## config.mk

```make
export PLATFORM = sky130hd
export DESIGN_NAME = ehc_host_command
export DESIGN_NICKNAME = d
export VERILOG_FILES = /design/src/shared/ehc_pkg.sv /design/src/hdl/ehc_uframe_pacer.sv /design/src/hdl/ehc_host_command.sv
export SDC_FILE = /design/constraint.sdc
export NUM_CORES = 1
export LEC_CHECK = 0
export BUFFER_PORTS_ARGS = -buffer_cell sky130_fd_sc_hd__buf_2
export CAP_MARGIN = 25
export CORE_ASPECT_RATIO = 1.25
export CORE_MARGIN = 8
export CORE_UTILIZATION = 30
export DETAILED_ROUTE_END_ITERATION = 10
export PLACE_DENSITY = 0.53
export SLEW_MARGIN = 5
export SYNTH_ARGS = -nofsm -noshare
export SYNTH_HDL_FRONTEND = slang
export SYNTH_SLANG_ARGS = --single-unit
```

## constraint.sdc

```tcl
create_clock -name clk_sys -period 2.45 [get_ports clk_sys]
set_input_delay 0.1225 -clock clk_sys [delete_from_list [all_inputs] [get_ports clk_sys]]
set_output_delay 0.1225 -clock clk_sys [all_outputs]
set_load 0.01 [all_outputs]
```

## src/shared/ehc_pkg.sv

```systemverilog
// ehc_pkg: constants for the host command register block
// assumes a 32-bit register access port and a 100 MHz system clock
package ehc_pkg;

  // --------------------------------------------------------------
  // register map
  // --------------------------------------------------------------
  localparam logic [7:0]  HOST_COMMAND_OFFSET = 8'h20;   // byte offset in operational set
  localparam logic [31:0] HOST_COMMAND_RESET  = 32'h0008_0000;

  // --------------------------------------------------------------
  // field positions
  // --------------------------------------------------------------
  localparam int RUN_STOP_BIT     = 0;
  localparam int CTRL_RESET_BIT   = 1;
  localparam int FRAME_SIZE_LO    = 2;
  localparam int FRAME_SIZE_HI    = 3;
  localparam int PERIODIC_EN_BIT  = 4;
  localparam int ASYNC_EN_BIT     = 5;
  localparam int DOORBELL_BIT     = 6;
  localparam int LIGHT_RESET_BIT  = 7;
  localparam int THRESH_LO        = 16;
  localparam int THRESH_HI        = 23;

  // --------------------------------------------------------------
  // reset values and threshold encodings
  // --------------------------------------------------------------
  localparam logic [7:0] THRESH_RESET = 8'h08;
  localparam logic [7:0] THRESH_1     = 8'h01;
  localparam logic [7:0] THRESH_2     = 8'h02;
  localparam logic [7:0] THRESH_4     = 8'h04;
  localparam logic [7:0] THRESH_8     = 8'h08;
  localparam logic [7:0] THRESH_16    = 8'h10;
  localparam logic [7:0] THRESH_32    = 8'h20;
  localparam logic [7:0] THRESH_64    = 8'h40;

  // --------------------------------------------------------------
  // timing: one micro frame is 125 us
  // --------------------------------------------------------------
  localparam int CLK_PERIOD_PS    = 10000;
  localparam int UFRAME_NS        = 125000;
  localparam int UFRAME_CYCLES    = (UFRAME_NS * 1000) / CLK_PERIOD_PS;
  localparam int LIGHT_RESET_NS   = 1000;
  localparam int LIGHT_RESET_CYC  = (LIGHT_RESET_NS * 1000 + CLK_PERIOD_PS - 1) / CLK_PERIOD_PS;

endpackage

```

## src/hdl/ehc_uframe_pacer.sv

```systemverilog
// ehc_uframe_pacer: micro frame tick and interrupt threshold pacing
// assumes the tick divider and pending input are on clk_sys
`timescale 1ns/1ps
`default_nettype none
module ehc_uframe_pacer #(
  parameter int UFRAME_CYC = ehc_pkg::UFRAME_CYCLES
) (
  input  wire logic       clk_sys,
  input  wire logic       rst,
  input  wire logic       run,          // counting only while running
  input  wire logic [7:0] threshold,    // micro frames per period
  input  wire logic       pend_set,     // new interrupt cause this cycle
  output logic            uframe_tick,  // one cycle per micro frame
  output logic            irq_release   // one cycle at period boundary
);
  import ehc_pkg::*;

  // elaboration check: the divider needs two cycles per micro frame
  if (UFRAME_CYC < 2) begin
    $error("UFRAME_CYC too small");
  end

  localparam int DW = $clog2(UFRAME_CYC);

  logic [DW-1:0] div_q;     // micro frame divider
  logic [7:0]    uf_q;      // micro frames into this period
  logic          pend_q;    // accumulated causes
  logic          boundary;  // last micro frame of period ends now

  // --------------------------------------------------------------
  // micro frame divider
  // --------------------------------------------------------------
  assign uframe_tick = run && (div_q == DW'(UFRAME_CYC - 1));

  always_ff @(posedge clk_sys) begin
    if (rst || !run) begin
      div_q <= '0;
    end else if (uframe_tick) begin
      div_q <= '0;
    end else begin
      div_q <= div_q + DW'(1);
    end
  end

  // --------------------------------------------------------------
  // period counter: restarts from each boundary
  // --------------------------------------------------------------
  assign boundary = uframe_tick && ((uf_q + 8'h01) >= threshold);

  always_ff @(posedge clk_sys) begin
    if (rst || !run) begin
      uf_q <= '0;
    end else if (boundary) begin
      uf_q <= '0;
    end else if (uframe_tick) begin
      uf_q <= uf_q + 8'h01;
    end
  end

  // --------------------------------------------------------------
  // causes wait for the boundary; a set in the release cycle is kept
  // --------------------------------------------------------------
  always_ff @(posedge clk_sys) begin
    if (rst) begin
      pend_q <= 1'b0;
    end else if (pend_set) begin
      pend_q <= 1'b1;
    end else if (boundary) begin
      pend_q <= 1'b0;
    end
  end

  always_ff @(posedge clk_sys) begin
    if (rst) begin
      irq_release <= 1'b0;
    end else begin
      irq_release <= boundary && pend_q;
    end
  end

endmodule
`default_nettype wire

```

## src/hdl/ehc_host_command.sv

```systemverilog
// ehc_host_command: host command register with command side effects
// assumes a simple 32-bit register access port on clk_sys, and a
// schedule engine that reports async cache eviction
//
// Overview of operation
// - each write acts on new control values
// - bits 7..0 hold control fields
// - threshold bits 23:16, reset value 0x00080000
// - threshold paces interrupt delivery
// - thresholds 1,2,4,8,16,32 micro frames accepted
// - threshold 40h, 64 micro frames accepted
// - doorbell: flag set, then doorbell clears
// - light reset reads one while busy
`timescale 1ns/1ps
`default_nettype none
module ehc_host_command #(
  parameter int UFRAME_CYC = ehc_pkg::UFRAME_CYCLES
) (
  input  wire logic        clk_sys,
  input  wire logic        rst,
  input  wire logic [7:0]  reg_addr,        // byte offset
  input  wire logic        reg_wr,          // write strobe
  input  wire logic        reg_rd,          // read strobe
  input  wire logic [31:0] reg_wdata,
  output logic [31:0]      reg_rdata,       // registered read data
  input  wire logic        async_evicted,   // schedule engine: cache flushed
  input  wire logic        async_advanced_irq_enable,
  input  wire logic        other_irq_pending, // other status causes
  output logic             run_stop,
  output logic             controller_reset,
  output logic [1:0]       frame_list_size,
  output logic             periodic_schedule_enable,
  output logic             async_schedule_enable,
  output logic             async_doorbell_req, // doorbell pending to engine
  output logic             light_reset_busy,
  output logic [7:0]       interrupt_threshold,
  output logic             controller_halted,
  output logic             async_advanced_flag,
  output logic             uframe_tick,
  output logic             irq_out
);
  import ehc_pkg::*;

  // elaboration check: the divider needs two cycles per micro frame
  if (UFRAME_CYC < 2) begin
    $error("UFRAME_CYC too small");
  end

  // --------------------------------------------------------------
  // register state
  // --------------------------------------------------------------
  logic       run_q;          // run/stop
  logic       hcr_q;          // controller reset in progress
  logic [1:0] frame_size_q;   // frame list size field
  logic       periodic_en_q;  // periodic schedule enable
  logic       async_en_q;     // async schedule enable
  logic       bell_q;         // doorbell bit
  logic       lrst_q;         // light reset in progress
  logic [7:0] thresh_q;       // interrupt threshold field
  logic [7:0] lrst_cnt_q;     // light reset duration counter
  logic       adv_flag_q;     // advance flag, sticky
  logic       evict_seen_q;   // flag was set by an eviction last cycle
  logic       halted_q;       // controller halted
  logic       wr_cmd;         // write hits the command register
  logic       thresh_ok;      // written threshold is an accepted code
  logic       adv_event;      // eviction answers a rung doorbell
  logic       irq_cause;      // any cause for the pacer this cycle
  logic       irq_rel;        // pacer releases held causes

  // only the command offset is decoded; other offsets live elsewhere
  assign wr_cmd = reg_wr && (reg_addr == HOST_COMMAND_OFFSET);

  // accepted threshold encodings; others are ignored to stay defined
  always_comb begin
    case (reg_wdata[THRESH_HI:THRESH_LO])
      THRESH_1, THRESH_2, THRESH_4, THRESH_8, THRESH_16, THRESH_32: begin
        thresh_ok = 1'b1;
      end
      THRESH_64: begin
        thresh_ok = 1'b1;
      end
      default: begin
        thresh_ok = 1'b0;
      end
    endcase
  end

  // --------------------------------------------------------------
  // control fields: a write takes effect at once
  // --------------------------------------------------------------
  always_ff @(posedge clk_sys) begin
    if (rst || hcr_q) begin
      run_q         <= 1'b0;
      frame_size_q  <= 2'h0;
      periodic_en_q <= 1'b0;
      async_en_q    <= 1'b0;
      thresh_q      <= THRESH_RESET;
    end else if (wr_cmd) begin
      run_q         <= reg_wdata[RUN_STOP_BIT];
      frame_size_q  <= reg_wdata[FRAME_SIZE_HI:FRAME_SIZE_LO];
      periodic_en_q <= reg_wdata[PERIODIC_EN_BIT];
      async_en_q    <= reg_wdata[ASYNC_EN_BIT];
      if (thresh_ok) begin
        thresh_q <= reg_wdata[THRESH_HI:THRESH_LO];
      end
    end
  end

  // controller reset self-clears one cycle after the write
  always_ff @(posedge clk_sys) begin
    if (rst) begin
      hcr_q <= 1'b0;
    end else if (hcr_q) begin
      hcr_q <= 1'b0;
    end else begin
      hcr_q <= wr_cmd && reg_wdata[CTRL_RESET_BIT];
    end
  end

  // light reset: busy for a fixed time, then reads zero
  // a second request while busy is dropped rather than stretching the time
  always_ff @(posedge clk_sys) begin
    if (rst) begin
      lrst_q     <= 1'b0;
      lrst_cnt_q <= 8'h00;
    end else if (wr_cmd && reg_wdata[LIGHT_RESET_BIT] && !lrst_q) begin
      lrst_q     <= 1'b1;
      lrst_cnt_q <= 8'(LIGHT_RESET_CYC - 1);
    end else if (lrst_q) begin
      if (lrst_cnt_q == 8'h00) begin
        lrst_q <= 1'b0;
      end else begin
        lrst_cnt_q <= lrst_cnt_q - 8'h01;
      end
    end
  end

  // --------------------------------------------------------------
  // doorbell and advance flag
  // --------------------------------------------------------------
  // an eviction only counts while the doorbell is rung
  assign adv_event = bell_q && async_evicted;

  // doorbell drops the cycle after the flag is set; a fresh ring in that
  // same cycle wins, so a request from software in that cycle is not lost
  always_ff @(posedge clk_sys) begin
    if (rst || hcr_q) begin
      bell_q <= 1'b0;
    end else if (wr_cmd && reg_wdata[DOORBELL_BIT]) begin
      bell_q <= 1'b1;
    end else if (evict_seen_q) begin
      bell_q <= 1'b0;
    end
  end

  // clear pulse for the doorbell: the flag is sticky, so it cannot
  // serve as the clear condition of a later ring
  always_ff @(posedge clk_sys) begin
    if (rst || hcr_q) begin
      evict_seen_q <= 1'b0;
    end else begin
      evict_seen_q <= adv_event;
    end
  end

  // advance flag: only rst and controller reset clear it here, the status side owns other clears
  always_ff @(posedge clk_sys) begin
    if (rst || hcr_q) begin
      adv_flag_q <= 1'b0;
    end else if (adv_event) begin
      adv_flag_q <= 1'b1;
    end
  end

  // halted follows run/stop with one cycle lag
  always_ff @(posedge clk_sys) begin
    if (rst) begin
      halted_q <= 1'b1;
    end else begin
      halted_q <= !run_q;
    end
  end

  // --------------------------------------------------------------
  // interrupt pacing
  // --------------------------------------------------------------
  // advance cause only when its enable is set; other causes always count
  assign irq_cause = (adv_event && async_advanced_irq_enable) || other_irq_pending;

  ehc_uframe_pacer #(
    .UFRAME_CYC (UFRAME_CYC)
  ) u_pacer (
    .clk_sys     (clk_sys),
    .rst         (rst),
    .run         (run_q),
    .threshold   (thresh_q),
    .pend_set    (irq_cause),
    .uframe_tick (uframe_tick),
    .irq_release (irq_rel)
  );

  // extra stage keeps the interrupt pin a clean flop output
  always_ff @(posedge clk_sys) begin
    if (rst) begin
      irq_out <= 1'b0;
    end else begin
      irq_out <= irq_rel;
    end
  end

  // --------------------------------------------------------------
  // read data, reserved bits zero
  // --------------------------------------------------------------
  always_ff @(posedge clk_sys) begin
    if (rst) begin
      reg_rdata <= 32'h0000_0000;
    end else if (reg_rd && reg_addr == HOST_COMMAND_OFFSET) begin
      reg_rdata <= {8'h00, thresh_q, 8'h00, lrst_q, bell_q, async_en_q, periodic_en_q,
                    frame_size_q, hcr_q, run_q};
    end else begin
      reg_rdata <= 32'h0000_0000;
    end
  end

  // field outputs straight from their flops
  assign run_stop                 = run_q;
  assign controller_reset         = hcr_q;
  assign frame_list_size          = frame_size_q;
  assign periodic_schedule_enable = periodic_en_q;
  assign async_schedule_enable    = async_en_q;
  assign async_doorbell_req       = bell_q;
  assign light_reset_busy         = lrst_q;
  assign interrupt_threshold      = thresh_q;
  assign controller_halted        = halted_q;
  assign async_advanced_flag      = adv_flag_q;

endmodule
`default_nettype wire

```

==> reports/metrics.csv, run 1 <==
metric,value,unit
grt_overflow,0,
io_buffer_count,66,
worst-setup-path-type,reg -> reg,
crit_path_start,u_pacer.uf_q[2],
grt_util_all_layers,11.0,%
critPathRequiredTime,2.71,ns
cts_sinks,68,
period_minus_slack,2.18,ns
start_util,30.9,%
hp-class,in -> reg,
syn-cell-area,0.00314,mm²
syn_avg_cell_area,9.04,µm²
synth-seq-area-share,43.4,%
cap_violations,0,
utilization,38.2,%
vias,2539,
tns,0,ns
pwr-share-clk,55.2,%
synth_adder_area_share,4.39,%
gp_congestion,0.788,
slew_headroom,63.5,%
end_kind,flip-flop,
io_pins,99,
synth_top_family_by_area,simple AND/OR/NAND/NOR gates,
synth_most_common_cell,dfxtp_1,
drt_iter0_drc,106,
dieHeight,130,µm
endpoint,u_pacer.uf_q[5],
grt_pass1_vias,2459,
synthFlopType,dfxtp_1,
setup_viol,0,
seq_power_share,41.8,%
hold_viol,0,
synth_mux_area_share,0.319,%
core_area,0.0102,mm²
cts_tree,yes,
fmax,0.458,GHz
clk_pin_slew,0.06,ns
synth_top_area_share,43.4,%
rows,41,
synth_area_leaders,"dfxtp_1 (43%), a21oi_1 (4.6%), nand2_1 (4.5%)",
synth_commonest_cells,"dfxtp_1 (68), nand2_1 (38), a21oi_1 (29)",
r2r_start,u_pacer.uf_q[2],
pwr_density_cell,683,mW/mm²
async_flop_share,0,%
area_growth,23.7,%
drv_slew,0,
htreeDepth,3,
firstDrtPassIters,4,
cts_buffers,9,
rr_endpoint,u_pacer.uf_q[5],
vdd_ir_drop_max,371,µV
place_hpwl,5670,µm
syn_inst,347,
grt_pass1_wl,12100,µm
dp_cells,536,
yosysTopAreaCell,dfxtp_1,
cp_max_fo,11,
drcViolationCount,0,
r2r_slack,0.27,ns
antenna_found_initial,0,
finalCritPeriodShare,89.0,%
synth_edf_count,0,
tightest_slew,0.548,ns
fin_cells,551,
critPathArrivalTime,2.44,ns
nets,476,
synth_seq_cells,68,
wl_per_cell,13.4,µm
grt_max_degree,17,
switchingPower,0.525,mW
die_area,0.0140,mm²
post_drt_via_cell_ratio,4.61,
clockBufferDepth,2,
synth_xor_area_share,6.42,%
power.internal,2.12,mW
synthDistinctLibCells,51,
wl,7360,µm
status,finished clean,
p_sw_share,19.8,%
p_comb_share,3.0,%
synth-compound-area-share,9.98,%
worstSkewPairLatency,0.33,ns
antennaDiodeCount,0,
cts-root-buf,clkbuf_16,
ant_nets,0,
start_kind,flip-flop,
synth_warnings,0,
fp.dieW,107,µm
drive_gt1_share,24.6,%
clock_skew,0.00459,ns
p_leak,1.64,nW
grt_setup_unrepaired,false,
rr_worst_depth,10,
synth-simple-area-share,28.1,%
registers in the layout, indices dropped and copies added (netlist names), 2 cells and up:
register,cells
interrupt_threshold,8
u_pacer.div_q,14
frame_list_size,2
lrst_cnt_q,8
reg_rdata,16
u_pacer.uf_q,8
per-stage QoR:
stage,area [µm²],setup slack (ns),total power [mW],hold slack (ns)
3_3_place_gp,3540,0.251,1.21,0.359
5_1_grt,3880,0.0311,2.75,0.0111
6_report,3880,0.269,2.65,0.0203
4_1_cts,3880,0.229,2.68,0.00691
3_5_place_dp,3540,0.250,1.21,0.361
2_1_floorplan,3190,0.281,1.19,0.194
routing by layer:
layer  vias to the layer above  part of all wire [%]  global-route usage, %
met3                        13                   4.0                   3.75
met4                         0                   2.9                   5.97
met1                      1178                    44                   13.0
met2                        47                    49                   17.3
met5                         -                     0                      0
li1                       1301                     -                      -
critical path, cell delays in order (launching register included):
cell     delay, ns
dfxtp_2       0.36
nand3_1       0.13
or2_1         0.29
xnor2_1       0.20
ha_1          0.27
a21oi_1       0.14
o21ai_0       0.09
a21oi_1       0.13
buf_4         0.19
nand2_1       0.12
o22ai_1       0.17
what timing repair did:
action | 4_1_cts | 5_1_grt
buffers inserted | 0 | 0
gates resized for setup | 0 | 2
endpoints found under the setup margin | 0 | 3
hold buffers | 0 | 0
worst min path at each step:
stage / from / endpoint / depth (start not counted)
finish: reg_wdata[1] / controller_reset / 3
detailed placement: reg_wdata[1] / controller_reset / 3
CTS: reg_wdata[1] / controller_reset / 3
floorplan: rst / irq_out / 1
global placement: reg_wdata[1] / controller_reset / 3
global route: reg_wdata[1] / controller_reset / 3
cell type report:
| type | count | area, µm² |
|---|---|---|
| Inverter | 12 | 45.0 |
| Multi-Input combinational cell | 256 | 1600 |
| Sequential cell | 68 | 1360 |
| Fill cell | 1057 | 6280 |
| Tap cell | 129 | 161 |
| Clock buffer | 9 | 225 |
| Clock inverter | 6 | 114 |
| Timing Repair Buffer | 71 | 368 |
cells in the final DEF, fill, tap and decap left out, drive strengths merged, types with 3 or more instances in the layout:
master  instances
inv            12
xnor2           7
o22ai           4
ha             11
or3             4
nor4b           4
nand2          38
nand3          27
a211oi          3
xor2           16
bufinv          3
nor2           24
dfxtp          68
nor2b           6
conb           16
and2           17
clkbuf          9
and3            5
nor4            3
buf            71
a31oi           3
o21ai          10
a21oi          29
nor3            7
or2             3
power by group through the flow:
stage	Clock, mW	Combinational (mW)	Sequential (mW)
global placement	0	0.0769	1.13
floorplan	0	0.0585	1.13
CTS	1.49	0.0789	1.11
global route	1.55	0.0882	1.11
finish	1.46	0.0787	1.11
detailed placement	0	0.0785	1.13
kinds of logic after synthesis:
| logic type | after synthesis |
|---|---|
| multiplexers | 1 |
| XOR/XNOR | 23 |
| AO/OA/AOI/OAI | 52 |
| AND/OR/NAND/NOR | 153 |
| buffers and inverters | 38 |
| flip-flops | 68 |
| adder cells (fa/ha/maj) | 11 |
| other | 1 |
Power figures use the tool's default switching activity.
==> run 2: changes to the inputs <==
- MAX_ROUTING_LAYER: default -> met4
==> run 2 against run 1 <==
Hold slack lost 0.00074 ns. Sequential share of layout area is the same. Final area is the same. Global-route usage grew 0.31 points. Total power is essentially flat. Clock power is essentially flat. Non-clock buffer count is the same. Wire length is essentially flat. Clock skew grew 0.0018 ns. Combinational power is essentially flat. Critical path type unchanged. Highest routed layer unchanged.
==> reports/metrics.csv, run 2 (synthesized netlist as in run 1, its figures left out) <==
metric,value,unit
status,finished clean,
vdd_ir_drop_max,371,µV
grt_overflow,0,
largestRegisters,"reg_rdata: 16 flops, u_pacer.div_q: 14 flops",
post_drt_via_cell_ratio,4.59,
dieHeight,130,µm
drcViolationCount,0,
cts.repair.resized,0,
vias,2529,
drt_iter0_drc,105,
drive_gt1_share,24.6,%
multi_input_area,0.00160,mm²
fp.dieW,107,µm
max_stage_delay,0.36,ns
final_cell_mix,"dfxtp_1 (66), buf_2 (66), nand2_1 (38), a21oi_1 (29), nand3_1 (26)",
clock_skew,0.00635,ns
critPathArrivalTime,2.43,ns
cp_max_fo,11,
firstDrtPassIters,4,
drv_slew,0,
largest_reg_flops,16,
io_buffer_count,66,
hold_viol,0,
die_area,0.0140,mm²
grt_setup_unrepaired,false,
cpLargestDelayFamily,simple AND/OR/NAND/NOR gates,
critPathMostFrequentCell,a21oi_1,
finalPower,2.65,mW
rows,41,
seq_area,0.00136,mm²
start_kind,flip-flop,
fill_cells,1057,
grt_pass1_wl,12100,µm
setup_viol,0,
grt_pass1_vias,2465,
critPathRequiredTime,2.70,ns
htreeDepth,3,
wl,7360,µm
timing.critical_path.cells,"nand3_1, or2_1, xnor2_1, ha_1, a21oi_1, o21ai_0, a21oi_1, buf_4, nand2_1, o22ai_1",
cts-root-buf,clkbuf_16,
worstSkewPairLatency,0.33,ns
antennaDiodeCount,0,
tightest_slew,0.557,ns
cts_setup_buffers,0,
cts_buffers,9,
cp_slowest_cell,dfxtp_2,
start_util,30.9,%
core_area,0.0102,mm²
gp_congestion,0.799,
worst-setup-path-type,reg -> reg,
grt_util_all_layers,11.3,%
clockBufferDepth,2,
hp-class,in -> reg,
tns,0,ns
crit_buf_inv,1,
ant_nets,0,
cts_sinks,68,
grt_max_degree,17,
postCtsHoldBufs,0,
nets,476,
io_pins,99,
cap_violations,0,
cts_tree,yes,
clk_pin_slew,0.06,ns
fmax,0.460,GHz
p_leak,1.64,nW
antenna_found_initial,0,
holdWs,0.0196,ns
place_hpwl,5670,µm
pwr_density_cell,683,mW/mm²
area_growth,23.7,%
wl_per_cell,13.4,µm
period_minus_slack,2.17,ns
end_kind,flip-flop,
finalCritPeriodShare,88.8,%
slew_headroom,62.9,%
top_register,reg_rdata,
run 2: cell counts in the layout (fill, tap and decap cells not counted):
Identical to the previous run, type by type.
run 2: metrics by stage:
step	area [µm²]	worst slack (ns)	instances	utilization, %
2_1_floorplan	3190	0.281	362	-
3_3_place_gp	3540	0.251	536	34.8
3_5_place_dp	3540	0.250	536	34.8
4_1_cts	3880	0.229	551	38.2
5_1_grt	3880	0.0311	551	38.2
6_report	3880	0.275	551	38.2
run 2: worst paths after layout:
| path | start | to | slack [ns] | cells past startpoint |
|---|---|---|---|---|
| worst max register to register | u_pacer.uf_q[2] | u_pacer.uf_q[5] | 0.28 | 10 |
| worst min register to register | u_pacer.irq_release | irq_out | 0.44 | 1 |
| worst max-delay path | u_pacer.uf_q[2] | u_pacer.uf_q[5] | 0.28 | 10 |
| worst min-delay path | reg_wdata[1] | controller_reset | 0.02 | 3 |
run 2: layout make-up:
cell class / instances / area share [%]
tap: 129 / 4.16
multi-input combinational: 256 / 41.3
clock inverter: 6 / 2.94
clock buffer: 9 / 5.81
inverter: 12 / 1.16
timing repair buffer: 71 / 9.48
sequential: 68 / 35.2
run 2: report_power, final:
group | switching, mW | leakage (nW) | internal (mW)
logic | 0.0508 | 0.930 | 0.0280
clock network | 0.474 | 0.158 | 0.989
registers | 0.000698 | 0.549 | 1.11
total | 0.525 | 1.64 | 2.12
run 2: routing by layer:
layer / routed length (µm) / track usage (%)
met3: 246 / 3.50
met1: 3280 / 13.2
met2: 3660 / 17.3
met4: 178 / 5.97
met5: 0 / -
run 2: worst register-to-register path, stage by stage (launching register included):
cell and delay [ns]:
dfxtp_2 0.36, nand3_1 0.13, or2_1 0.29, xnor2_1 0.20, ha_1 0.28, a21oi_1 0.14
o21ai_0 0.09, a21oi_1 0.13, buf_4 0.19, nand2_1 0.12, o22ai_1 0.17
